**src/serial_card_defines.svh**
```systemverilog
// Purpose: Offsets, field positions, reset values and timing for the
//          serial control/status block.
// Assumes: 32-bit APB, one register per aligned word.
// Notes:   Included by the block and the testbench.
`ifndef SERIAL_CARD_DEFINES_SVH
`define SERIAL_CARD_DEFINES_SVH

`define OFF_CONTROL    12'h000
`define OFF_STATUS     12'h004
`define OFF_TX_HOLD    12'h008
`define OFF_RX_HOLD    12'h00C
`define OFF_CARD_MODE  12'h010
`define OFF_IRQ_STAT   12'h014
`define OFF_IRQ_EN     12'h018
`define OFF_IRQ_CLR    12'h01C

`define CTL_TX_IRQ_EN  7
`define CTL_RX_IRQ_EN  6
`define CTL_TX_ON      5
`define CTL_RX_ON      4
`define CTL_ADDR_IEN   3
`define CTL_DONE_IEN   2
`define CTL_CLK_HI     1
`define CTL_CLK_LO     0

`define ST_TX_EMPTY    7
`define ST_RX_FULL     6
`define ST_FRAMING     4

`define MODE_CARD_SEL  0
`define MODE_GSM       1

`define IRQ_TX_EMPTY   0
`define IRQ_RX_FULL    1
`define IRQ_RX_ERR     2

`define CONTROL_RESET  8'h00
`define STATUS_RESET   8'h80
`define CLK_DIV_HALF   16

`endif

```
**src/serial_card_pkg.sv**
```systemverilog
// Purpose: Types shared by the serial control/status block.
// Assumes: Constants come from serial_card_defines.svh.
// Notes:   Types only; numbers live in the header.
package serial_card_pkg;
    typedef enum logic [1:0] {ST_IDLE, ST_DATA, ST_STOP} shift_state_t;
    typedef logic [7:0] byte_t;
endpackage : serial_card_pkg

```
**src/serial_card_ctrl.sv**
```systemverilog
// Purpose: Control/status registers, clock pin control and byte shifters
//          of a serial interface with smart-card mode, APB slave.
// Assumes: link_clk and rxd are asynchronous; shifting uses the
//          sampled rising edges of link_clk.
// Notes:   Frame is start bit, 8 data bits LSB first, one stop bit.
//
// Behaviour
// - Transmit interrupt enable gates empty request
// - Receive interrupt enable gates receive, error requests
// - Transmit only while transmit enable set
// - Receive only while receive enable set
// - Card mode clock select: off, out, reserved
// - GSM style: low, clock, high, clock
// - GSM clock pin switchable at any time
// - Writing one to status flags does nothing
// - Empty flag set when disabled or loaded
// - Empty cleared by read-then-zero or engine write
// - Full flag set on good received byte
// - Full cleared by read-then-zero or engine read
// - Receive disable leaves full flag unchanged
// - Reset: empty one, full zero, control zero
// - Normal status meanings when card select zero
// - Card select one enters smart-card mode
`include "serial_card_defines.svh"

module serial_card_ctrl
    import serial_card_pkg::*;
#(
    parameter int CLK_DIV = `CLK_DIV_HALF
)
(
    input  wire logic        pclk,
    input  wire logic        presetn,
    input  wire logic        psel,
    input  wire logic        penable,
    input  wire logic        pwrite,
    input  wire logic [11:0] paddr,
    input  wire logic [31:0] pwdata,
    output logic      [31:0] prdata,
    output logic             pready,
    output logic             pslverr,
    input  wire logic        link_clk,
    input  wire logic        rxd,
    output logic             txd,
    output logic             sck_o,
    output logic             sck_oe,
    input  wire logic        engine_tx_wr,
    input  wire logic [7:0]  engine_tx_data,
    input  wire logic        engine_rx_rd,
    output logic      [7:0]  engine_rx_data,
    output logic             tx_irq,
    output logic             rx_irq,
    output logic             rx_error_irq,
    output logic             irq
);

    ////////////////////////////////////////////////////////////////////////
    byte_t        control_reg;
    byte_t        card_mode_reg;
    byte_t        tx_holding;
    byte_t        rx_holding;
    logic         tx_buf_empty;
    logic         rx_buf_full;
    logic         framing_flag;
    logic [2:0]   armed;
    logic [2:0]   irq_status;
    logic [2:0]   irq_enable;
    logic [1:0]   lclk_sync;
    logic [1:0]   rxd_sync;
    logic         lclk_prev;
    logic         bit_tick;
    logic         card_mode;
    logic         gsm_style;
    logic         tx_on;
    logic         rx_on;
    logic [1:0]   clk_sel;
    logic         wr_acc;
    logic         rd_acc;
    logic         tx_load;
    logic         rx_done_ok;
    logic         rx_done_bad;
    logic         tx_empty_q;
    byte_t        status_view;
    shift_state_t tx_state;
    shift_state_t rx_state;
    byte_t        tx_shifter;
    byte_t        rx_shifter;
    logic [2:0]   tx_bits;
    logic [2:0]   rx_bits;
    logic [15:0]  div_cnt;
    logic         sck_gen;

    function automatic logic hit(input logic [11:0] a, input logic [11:0] o);
        return a == o;
    endfunction : hit

    assign tx_on     = control_reg[`CTL_TX_ON];
    assign rx_on     = control_reg[`CTL_RX_ON];
    assign clk_sel   = control_reg[`CTL_CLK_HI:`CTL_CLK_LO];
    assign card_mode = card_mode_reg[`MODE_CARD_SEL];
    assign gsm_style = card_mode_reg[`MODE_GSM];
    assign wr_acc    = psel && penable && pwrite;
    assign rd_acc    = psel && penable && !pwrite;
    assign pready    = 1'b1;

    ////////////////////////////////////////////////////////////////////////
    // APB: read data is loaded in the setup cycle, so zero wait states
    always_comb
    begin
        status_view = 8'h00;
        status_view[`ST_TX_EMPTY] = tx_buf_empty;
        status_view[`ST_RX_FULL]  = rx_buf_full;
        // Framing bit means something else in card mode; reads zero there
        status_view[`ST_FRAMING]  = framing_flag && !card_mode;
    end

    always_ff @(posedge pclk or negedge presetn)
    begin
        if (!presetn)
        begin
            prdata  <= 32'h0000_0000;
            pslverr <= 1'b0;
        end
        else if (psel && !penable)
        begin
            pslverr <= 1'b0;
            prdata  <= 32'h0000_0000;
            if (hit(paddr, `OFF_CONTROL))
                prdata[7:0] <= control_reg;
            else if (hit(paddr, `OFF_STATUS))
                prdata[7:0] <= status_view;
            else if (hit(paddr, `OFF_TX_HOLD))
                prdata[7:0] <= tx_holding;
            else if (hit(paddr, `OFF_RX_HOLD))
                prdata[7:0] <= rx_holding;
            else if (hit(paddr, `OFF_CARD_MODE))
                prdata[7:0] <= card_mode_reg;
            else if (hit(paddr, `OFF_IRQ_STAT))
                prdata[2:0] <= irq_status;
            else if (hit(paddr, `OFF_IRQ_EN))
                prdata[2:0] <= irq_enable;
            else if (!hit(paddr, `OFF_IRQ_CLR))
                pslverr <= 1'b1;
        end
    end

    always_ff @(posedge pclk or negedge presetn)
    begin
        if (!presetn)
        begin
            control_reg   <= `CONTROL_RESET;
            card_mode_reg <= 8'h00;
            irq_enable    <= 3'h0;
        end
        else if (wr_acc)
        begin
            // Clock select may change at any time; no disable needed
            if (hit(paddr, `OFF_CONTROL))
                control_reg <= pwdata[7:0];
            else if (hit(paddr, `OFF_CARD_MODE))
                card_mode_reg <= {6'h00, pwdata[1:0]};
            else if (hit(paddr, `OFF_IRQ_EN))
                irq_enable <= pwdata[2:0];
        end
    end

    always_ff @(posedge pclk or negedge presetn)
    begin
        if (!presetn)
            tx_holding <= 8'h00;
        else if (engine_tx_wr)
            tx_holding <= engine_tx_data;
        else if (wr_acc && hit(paddr, `OFF_TX_HOLD))
            tx_holding <= pwdata[7:0];
    end

    ////////////////////////////////////////////////////////////////////////
    // Status flags; a 0 write clears only bits seen as 1 by a prior read
    always_ff @(posedge pclk or negedge presetn)
    begin
        if (!presetn)
            armed <= 3'h0;
        else if (rd_acc && hit(paddr, `OFF_STATUS))
            // Arm from what the read returned, not from later flags
            armed <= {prdata[`ST_TX_EMPTY], prdata[`ST_RX_FULL],
                      prdata[`ST_FRAMING]};
        else if (wr_acc && hit(paddr, `OFF_STATUS))
            armed <= 3'h0;
    end

    always_ff @(posedge pclk or negedge presetn)
    begin
        if (!presetn)
            tx_buf_empty <= 1'b1;
        else if (!tx_on || tx_load)
            tx_buf_empty <= 1'b1;
        else if (engine_tx_wr)
            tx_buf_empty <= 1'b0;
        else if (wr_acc && hit(paddr, `OFF_STATUS) && armed[2]
                 && !pwdata[`ST_TX_EMPTY])
            tx_buf_empty <= 1'b0;
    end

    // Receive enable has no hand here, so disabling keeps the flag
    always_ff @(posedge pclk or negedge presetn)
    begin
        if (!presetn)
            rx_buf_full <= 1'b0;
        else if (rx_done_ok)
            rx_buf_full <= 1'b1;
        else if (engine_rx_rd)
            rx_buf_full <= 1'b0;
        else if (wr_acc && hit(paddr, `OFF_STATUS) && armed[1]
                 && !pwdata[`ST_RX_FULL])
            rx_buf_full <= 1'b0;
    end

    always_ff @(posedge pclk or negedge presetn)
    begin
        if (!presetn)
            framing_flag <= 1'b0;
        else if (rx_done_bad)
            framing_flag <= 1'b1;
        else if (wr_acc && hit(paddr, `OFF_STATUS) && armed[0]
                 && !pwdata[`ST_FRAMING])
            framing_flag <= 1'b0;
    end

    ////////////////////////////////////////////////////////////////////////
    // Requests and the summary interrupt
    assign tx_irq       = tx_buf_empty && control_reg[`CTL_TX_IRQ_EN];
    assign rx_irq       = rx_buf_full && control_reg[`CTL_RX_IRQ_EN];
    assign rx_error_irq = framing_flag && control_reg[`CTL_RX_IRQ_EN];
    assign irq          = |(irq_status & irq_enable);

    always_ff @(posedge pclk or negedge presetn)
    begin
        if (!presetn)
            tx_empty_q <= 1'b1;
        else
            tx_empty_q <= tx_buf_empty;
    end

    // Set wins over a clear in the same cycle
    always_ff @(posedge pclk or negedge presetn)
    begin
        if (!presetn)
            irq_status <= 3'h0;
        else
            irq_status <= (irq_status
                & ~((wr_acc && hit(paddr, `OFF_IRQ_CLR)) ? pwdata[2:0] : 3'h0))
                | {rx_done_bad, rx_done_ok, tx_buf_empty && !tx_empty_q};
    end

    ////////////////////////////////////////////////////////////////////////
    // Pin sampling; first stage feeds only the second
    always_ff @(posedge pclk or negedge presetn)
    begin
        if (!presetn)
        begin
            lclk_sync <= 2'b00;
            rxd_sync  <= 2'b11;
            lclk_prev <= 1'b0;
        end
        else
        begin
            lclk_sync <= {lclk_sync[0], link_clk};
            rxd_sync  <= {rxd_sync[0], rxd};
            lclk_prev <= lclk_sync[1];
        end
    end

    assign bit_tick = lclk_sync[1] && !lclk_prev;

    ////////////////////////////////////////////////////////////////////////
    // Transmit shifter
    assign tx_load = tx_on && !tx_buf_empty && tx_state == ST_IDLE && bit_tick;

    always_ff @(posedge pclk or negedge presetn)
    begin
        if (!presetn)
        begin
            tx_state   <= ST_IDLE;
            tx_shifter <= 8'h00;
            tx_bits    <= 3'h0;
            txd        <= 1'b1;
        end
        else if (!tx_on)
        begin
            tx_state <= ST_IDLE;
            txd      <= 1'b1;
        end
        else if (bit_tick)
        begin
            case (tx_state)
                ST_IDLE:
                begin
                    txd <= 1'b1;
                    if (tx_load)
                    begin
                        tx_shifter <= tx_holding;
                        tx_bits    <= 3'h0;
                        txd        <= 1'b0;
                        tx_state   <= ST_DATA;
                    end
                end
                ST_DATA:
                begin
                    txd        <= tx_shifter[0];
                    tx_shifter <= {1'b0, tx_shifter[7:1]};
                    tx_bits    <= tx_bits + 3'h1;
                    if (tx_bits == 3'h7)
                        tx_state <= ST_STOP;
                end
                default:
                begin
                    txd      <= 1'b1;
                    tx_state <= ST_IDLE;
                end
            endcase
        end
    end

    ////////////////////////////////////////////////////////////////////////
    // Receive shifter
    assign rx_done_ok  = rx_on && bit_tick && rx_state == ST_STOP
                         && rxd_sync[1];
    assign rx_done_bad = rx_on && bit_tick && rx_state == ST_STOP
                         && !rxd_sync[1];
    assign engine_rx_data = rx_holding;

    always_ff @(posedge pclk or negedge presetn)
    begin
        if (!presetn)
        begin
            rx_state   <= ST_IDLE;
            rx_shifter <= 8'h00;
            rx_bits    <= 3'h0;
        end
        else if (!rx_on)
            rx_state <= ST_IDLE;
        else if (bit_tick)
        begin
            case (rx_state)
                ST_IDLE:
                begin
                    rx_bits <= 3'h0;
                    if (!rxd_sync[1])
                        rx_state <= ST_DATA;
                end
                ST_DATA:
                begin
                    rx_shifter <= {rxd_sync[1], rx_shifter[7:1]};
                    rx_bits    <= rx_bits + 3'h1;
                    if (rx_bits == 3'h7)
                        rx_state <= ST_STOP;
                end
                default:
                    rx_state <= ST_IDLE;
            endcase
        end
    end

    // Only a good frame reaches the holding register
    always_ff @(posedge pclk or negedge presetn)
    begin
        if (!presetn)
            rx_holding <= 8'h00;
        else if (rx_done_ok)
            rx_holding <= rx_shifter;
    end

    ////////////////////////////////////////////////////////////////////////
    // Clock pin: free-running divided clock, gated by the select bits
    always_ff @(posedge pclk or negedge presetn)
    begin
        if (!presetn)
        begin
            div_cnt <= 16'h0000;
            sck_gen <= 1'b0;
        end
        else if (div_cnt == 16'(CLK_DIV - 1))
        begin
            div_cnt <= 16'h0000;
            sck_gen <= !sck_gen;
        end
        else
            div_cnt <= div_cnt + 16'h0001;
    end

    always_ff @(posedge pclk or negedge presetn)
    begin
        if (!presetn)
        begin
            sck_o  <= 1'b0;
            sck_oe <= 1'b0;
        end
        else if (card_mode && gsm_style)
        begin
            sck_oe <= 1'b1;
            sck_o  <= clk_sel[0] ? sck_gen : clk_sel[1];
        end
        else
        begin
            // Reserved 1X codes leave the pin undriven
            sck_oe <= clk_sel == 2'b01;
            sck_o  <= (clk_sel == 2'b01) && sck_gen;
        end
    end

    ////////////////////////////////////////////////////////////////////////
    // Checks
    logic [2:0] prev_ctl_clk;
    always_ff @(posedge pclk or negedge presetn)
    begin
        if (!presetn)
            prev_ctl_clk <= 3'h0;
        else
            prev_ctl_clk <= {card_mode && gsm_style, clk_sel};
    end

    tx_irq_gate_a: assert property (@(posedge pclk) disable iff (!presetn)
        tx_irq == (tx_buf_empty && control_reg[7]))
        else $error("tx request not gated by enable");
    rx_irq_gate_a: assert property (@(posedge pclk) disable iff (!presetn)
        !control_reg[6] |-> !rx_irq && !rx_error_irq)
        else $error("rx request not masked");
    tx_off_idle_a: assert property (@(posedge pclk) disable iff (!presetn)
        !tx_on |=> tx_state == ST_IDLE && txd)
        else $error("transmit active while disabled");
    rx_off_idle_a: assert property (@(posedge pclk) disable iff (!presetn)
        !rx_on |=> rx_state == ST_IDLE)
        else $error("receive active while disabled");
    clk_normal_pin_a: assert property (@(posedge pclk) disable iff (!presetn)
        !prev_ctl_clk[2] && prev_ctl_clk[1:0] != 2'b01 |-> !sck_oe)
        else $error("clock pin driven when disabled");
    gsm_fixed_lvl_a: assert property (@(posedge pclk) disable iff (!presetn)
        prev_ctl_clk[2] && !prev_ctl_clk[0] |-> sck_oe
        && sck_o == prev_ctl_clk[1])
        else $error("gsm fixed level wrong");
    empty_on_off_a: assert property (@(posedge pclk) disable iff (!presetn)
        !tx_on |=> tx_buf_empty)
        else $error("empty flag not set while disabled");
    empty_on_load_a: assert property (@(posedge pclk) disable iff (!presetn)
        tx_load |=> tx_buf_empty && tx_state == ST_DATA)
        else $error("empty flag not set on load");
    engine_clr_a: assert property (@(posedge pclk) disable iff (!presetn)
        engine_tx_wr && tx_on && !tx_load |=> !tx_buf_empty)
        else $error("engine write did not clear empty");
    full_set_a: assert property (@(posedge pclk) disable iff (!presetn)
        rx_done_ok |=> rx_buf_full && rx_holding == $past(rx_shifter))
        else $error("full flag or data wrong");
    full_hold_a: assert property (@(posedge pclk) disable iff (!presetn)
        $fell(rx_on) && !rx_done_ok && !engine_rx_rd && !wr_acc
        |=> rx_buf_full == $past(rx_buf_full))
        else $error("rx disable changed full flag");
    no_set_write_a: assert property (@(posedge pclk) disable iff (!presetn)
        wr_acc && hit(paddr, `OFF_STATUS) && !rx_done_ok && !rx_buf_full
        |=> !rx_buf_full)
        else $error("write set the full flag");

    tx_frame_c: cover property (@(posedge pclk) disable iff (!presetn)
        tx_load ##[1:300] tx_state == ST_STOP);
    rx_good_c: cover property (@(posedge pclk) disable iff (!presetn)
        rx_done_ok);
    rx_bad_c: cover property (@(posedge pclk) disable iff (!presetn)
        rx_done_bad);
    gsm_switch_c: cover property (@(posedge pclk) disable iff (!presetn)
        prev_ctl_clk[2] && $changed(prev_ctl_clk[1:0]));

endmodule : serial_card_ctrl

```
**config.mk**
```make
export PLATFORM = sky130hd
export DESIGN_NAME = serial_card_ctrl
export DESIGN_NICKNAME = d
export VERILOG_FILES = /design/src/serial_card_pkg.sv /design/src/serial_card_ctrl.sv
export VERILOG_INCLUDE_DIRS = /design/src
export SDC_FILE = /design/constraint.sdc
export NUM_CORES = 1
export LEC_CHECK = 0
export ABC_AREA = 1
export BUFFER_PORTS_ARGS = -buffer_cell sky130_fd_sc_hd__buf_2
export CORE_MARGIN = 8
export CORE_UTILIZATION = 30
export DETAILED_ROUTE_END_ITERATION = 8
export GPL_TIMING_DRIVEN = 0
export PLACE_DENSITY_LB_ADDON = 0.1
export SYNTH_ARGS = -nofsm -noshare
export SYNTH_HDL_FRONTEND = slang
export SYNTH_SLANG_ARGS = --single-unit
export TNS_END_PERCENT = 20
```
**constraint.sdc**
```tcl
create_clock -name pclk -period 2.7 [get_ports pclk]
set_input_delay 0.135 -clock pclk [delete_from_list [all_inputs] [get_ports pclk]]
set_output_delay 0.135 -clock pclk [all_outputs]
set_load 0.1 [all_outputs]
```
==> impl_metrics.yaml <==
outcome:
  status: "finished clean"
layout:
  layout_common_cells: "nand2_1 (137), dfrtp_1 (94), inv_1 (74)"
  final_core_util_pct: 36.7
  final_common_cell: "nand2_1"
  fillers: 1727
  layout-drive-gt1-share_pct: 20.5
  n_antenna_cell: 0
  syn2layout_area_growth_pct: 21.5
  largest-register: "div_cnt"
  largest_reg_flops: 16
  final_nets: 752
place:
  place_hpwl_mm: 10.3
  port_buffers: 59
  gp_congestion: 0.842
clock_tree:
  clk_path_buf_depth: 2
  clock_latency_ps: 350
  htree_levels: 3
  cts_tree: "yes"
  cts_buffers: 9
  cts_sinks: 99
  clkSlewWorstSetupHoldPaths_ps: 70
  hold_buffers: 5
  ctsRootBufferMaster: "clkbuf_16"
  cts-resized-gates: 0
  cts_setup_buffers: 0
logic_synthesis:
  avgSynthCellArea_sq_um: 8.43
  synth_area_leaders: "dfrtp_1 (48%), nand2_1 (10%), inv_1 (5.6%), nand3_1 (4.4%), buf_4 (3.8%)"
  seq_area_frac_synth_pct: 50.2
  synthDominantCellAreaShare_pct: 47.6
  yosys.area.top_type: "dfrtp_1"
  synth_cell_type_count: 44
  yosys_warnings: 0
  synth_ff_type: "dfrtp_1"
  ys_ff_latch: 99
  ys_async_sr_fraction_pct: 100
  postSynthCellCount: 587
  synth_area_sq_um: 4950
  synth_edf_count: 0
grt:
  globalRouteTotalUtil_pct: 13.4
  grt_pass1_vias: 3932
  grt_pass1_wl_mm: 21.2
  antenna_found_initial: 0
  grt_max_degree: 62
  overflow: 0
critical_path:
  cp-start-kind: "flop"
  slowest_stage: "dfstp_2"
  crit_fanout: 6
  critPathKind: "flop to output port"
  end_kind: "output port"
  max_stage_delay_ps: 610
  worstPathRequired_ps: 2570
  cp.arrival_ps: 1530
  path_cells: "nand2_1, inv_1, buf_2"
die:
  rows: 47
  die_h_microns: 144
  core_sq_um: 16300
  ios: 110
  start_util_pct: 30.3
  die_w_microns: 144
  die-area_sq_um: 20900
routing:
  ant_nets: 0
  drc: 0
  vias: 4051
  first_iter_violations: 248
  routed_via_density: 4.45
  firstDrtPassIters: 5
  routedWlPerCell_microns: 14.5
  wl_mm: 13.2
sta:
  grt_setup_unrepaired: "false"
  min_period_over_period_pct: 61.6
  setup_tns_ps: 0
  finalSetupViolations: 0
  slew_viol_final: 0
  fin_crit_ps: 1660
  slew_headroom_pct: 63.1
  worst_pin_slew_ps: 553
  hold_viol: 0
  fmax_ghz: 0.601
  clock_skew_ps: 6.99
min_path:
  worstHoldPathType: "input port to flop"
power:
  powerDensity_nw_per_um2: 560
  leakage_nw: 3.08
  ir_worst_vdd_v: 0.000286
flow_run:
  cap_violations: 0
[report_power, final]
group	total, mW	switching, mW	leakage, nW	internal, mW
Sequential	1.53	0.0191	1.30	1.51
Clock	1.43	0.562	0.157	0.865
Combinational	0.410	0.328	1.62	0.0819
[synthesized netlist by cell type, types with 2 or more instances]
library cell	count
nor2_2	3
buf_4	25
nand2_4	5
o211ai_1	7
nor3_2	2
o22ai_1	2
nor3_1	8
a21oi_1	6
xor2_1	10
nand3_1	43
dfstp_2	5
nor2_4	3
nand4_1	13
a22o_1	2
inv_2	12
inv_1	74
clkbuf_1	3
buf_2	3
nand2_2	2
nand2_1	137
dfrtp_1	94
nor2_1	39
nor2_8	2
conb_1	2
o21ai_0	33
ha_1	5
buf_6	2
nor4_1	5
o21ai_1	25
[metrics by stage]
stage	instances	power [mW]	setup slack [ps]	hold slack, ps	area [sq um]
after floorplan	610	1.86	1310	-161	5030
after global placement	889	1.96	349	240	5600
after detailed placement	890	1.96	1040	162	5630
after CTS	911	3.42	999	14.3	6010
after global routing	911	3.50	804	25.6	6010
final	911	3.36	1040	24.3	6010
[critical path, delay by kind of cell, from the launching register on]
family	cells	cell delay, ps
buffers and inverters	2	470
flip-flops	1	610
AND/OR/NAND/NOR	1	90
[kinds of logic after synthesis]
| kind of cell | synth area share, % |
|---|---|
| adder cells (fa/ha/maj) | 1.26 |
| XOR/XNOR | 1.77 |
| flip-flops | 50.2 |
| other | 0.152 |
| buffers and inverters | 11.5 |
| AND/OR/NAND/NOR | 25.4 |
| AO/OA/AOI/OAI | 9.44 |
| multiplexers | 0.303 |
[per-layer routing]
metal  up-vias  wire length, microns  track usage [%]
met1      1888                  6350             18.1
met3        13                   812             2.54
met2        99                  5790             20.5
met4         0                   228             5.64
met5         -                     0                0
li1       2051                     -                -
[final timing paths]
check / startpoint / to / slack, ps / cells past startpoint
min reg2reg: lclk_sync[0]$_DFF_PN0_ / lclk_sync[1]$_DFF_PN0_ / 350 / 0
max in group asynchronous: presetn / tx_empty_q$_DFF_PN1_ / 1660 / 3
min in group asynchronous: presetn / tx_bits[0]$_DFFE_PN0P_ / 310 / 2
min: engine_tx_data[7] / tx_holding[7]$_DFFE_PN0P_ / 20 / 3
max: tx_buf_empty$_DFFE_PN1P_ / tx_irq / 1040 / 3
max reg2reg: rx_state[1]$_DFFE_PN0P_ / rx_shifter[5]$_DFFE_PN0P_ / 1060 / 5
[final cells by class]
class	instances	area [sq um]	area share [%]
inverters	88	332	5.52
well taps	220	275	4.58
repair buffers	65	375	6.25
plain buffers	33	236	3.94
clock buffers	14	264	4.39
flip-flops and latches	99	2480	41.3
multi-input cells	390	1980	33.0
clock inverters	2	60.1	1.00
Note: power is estimated with default switching activity, not from simulation.
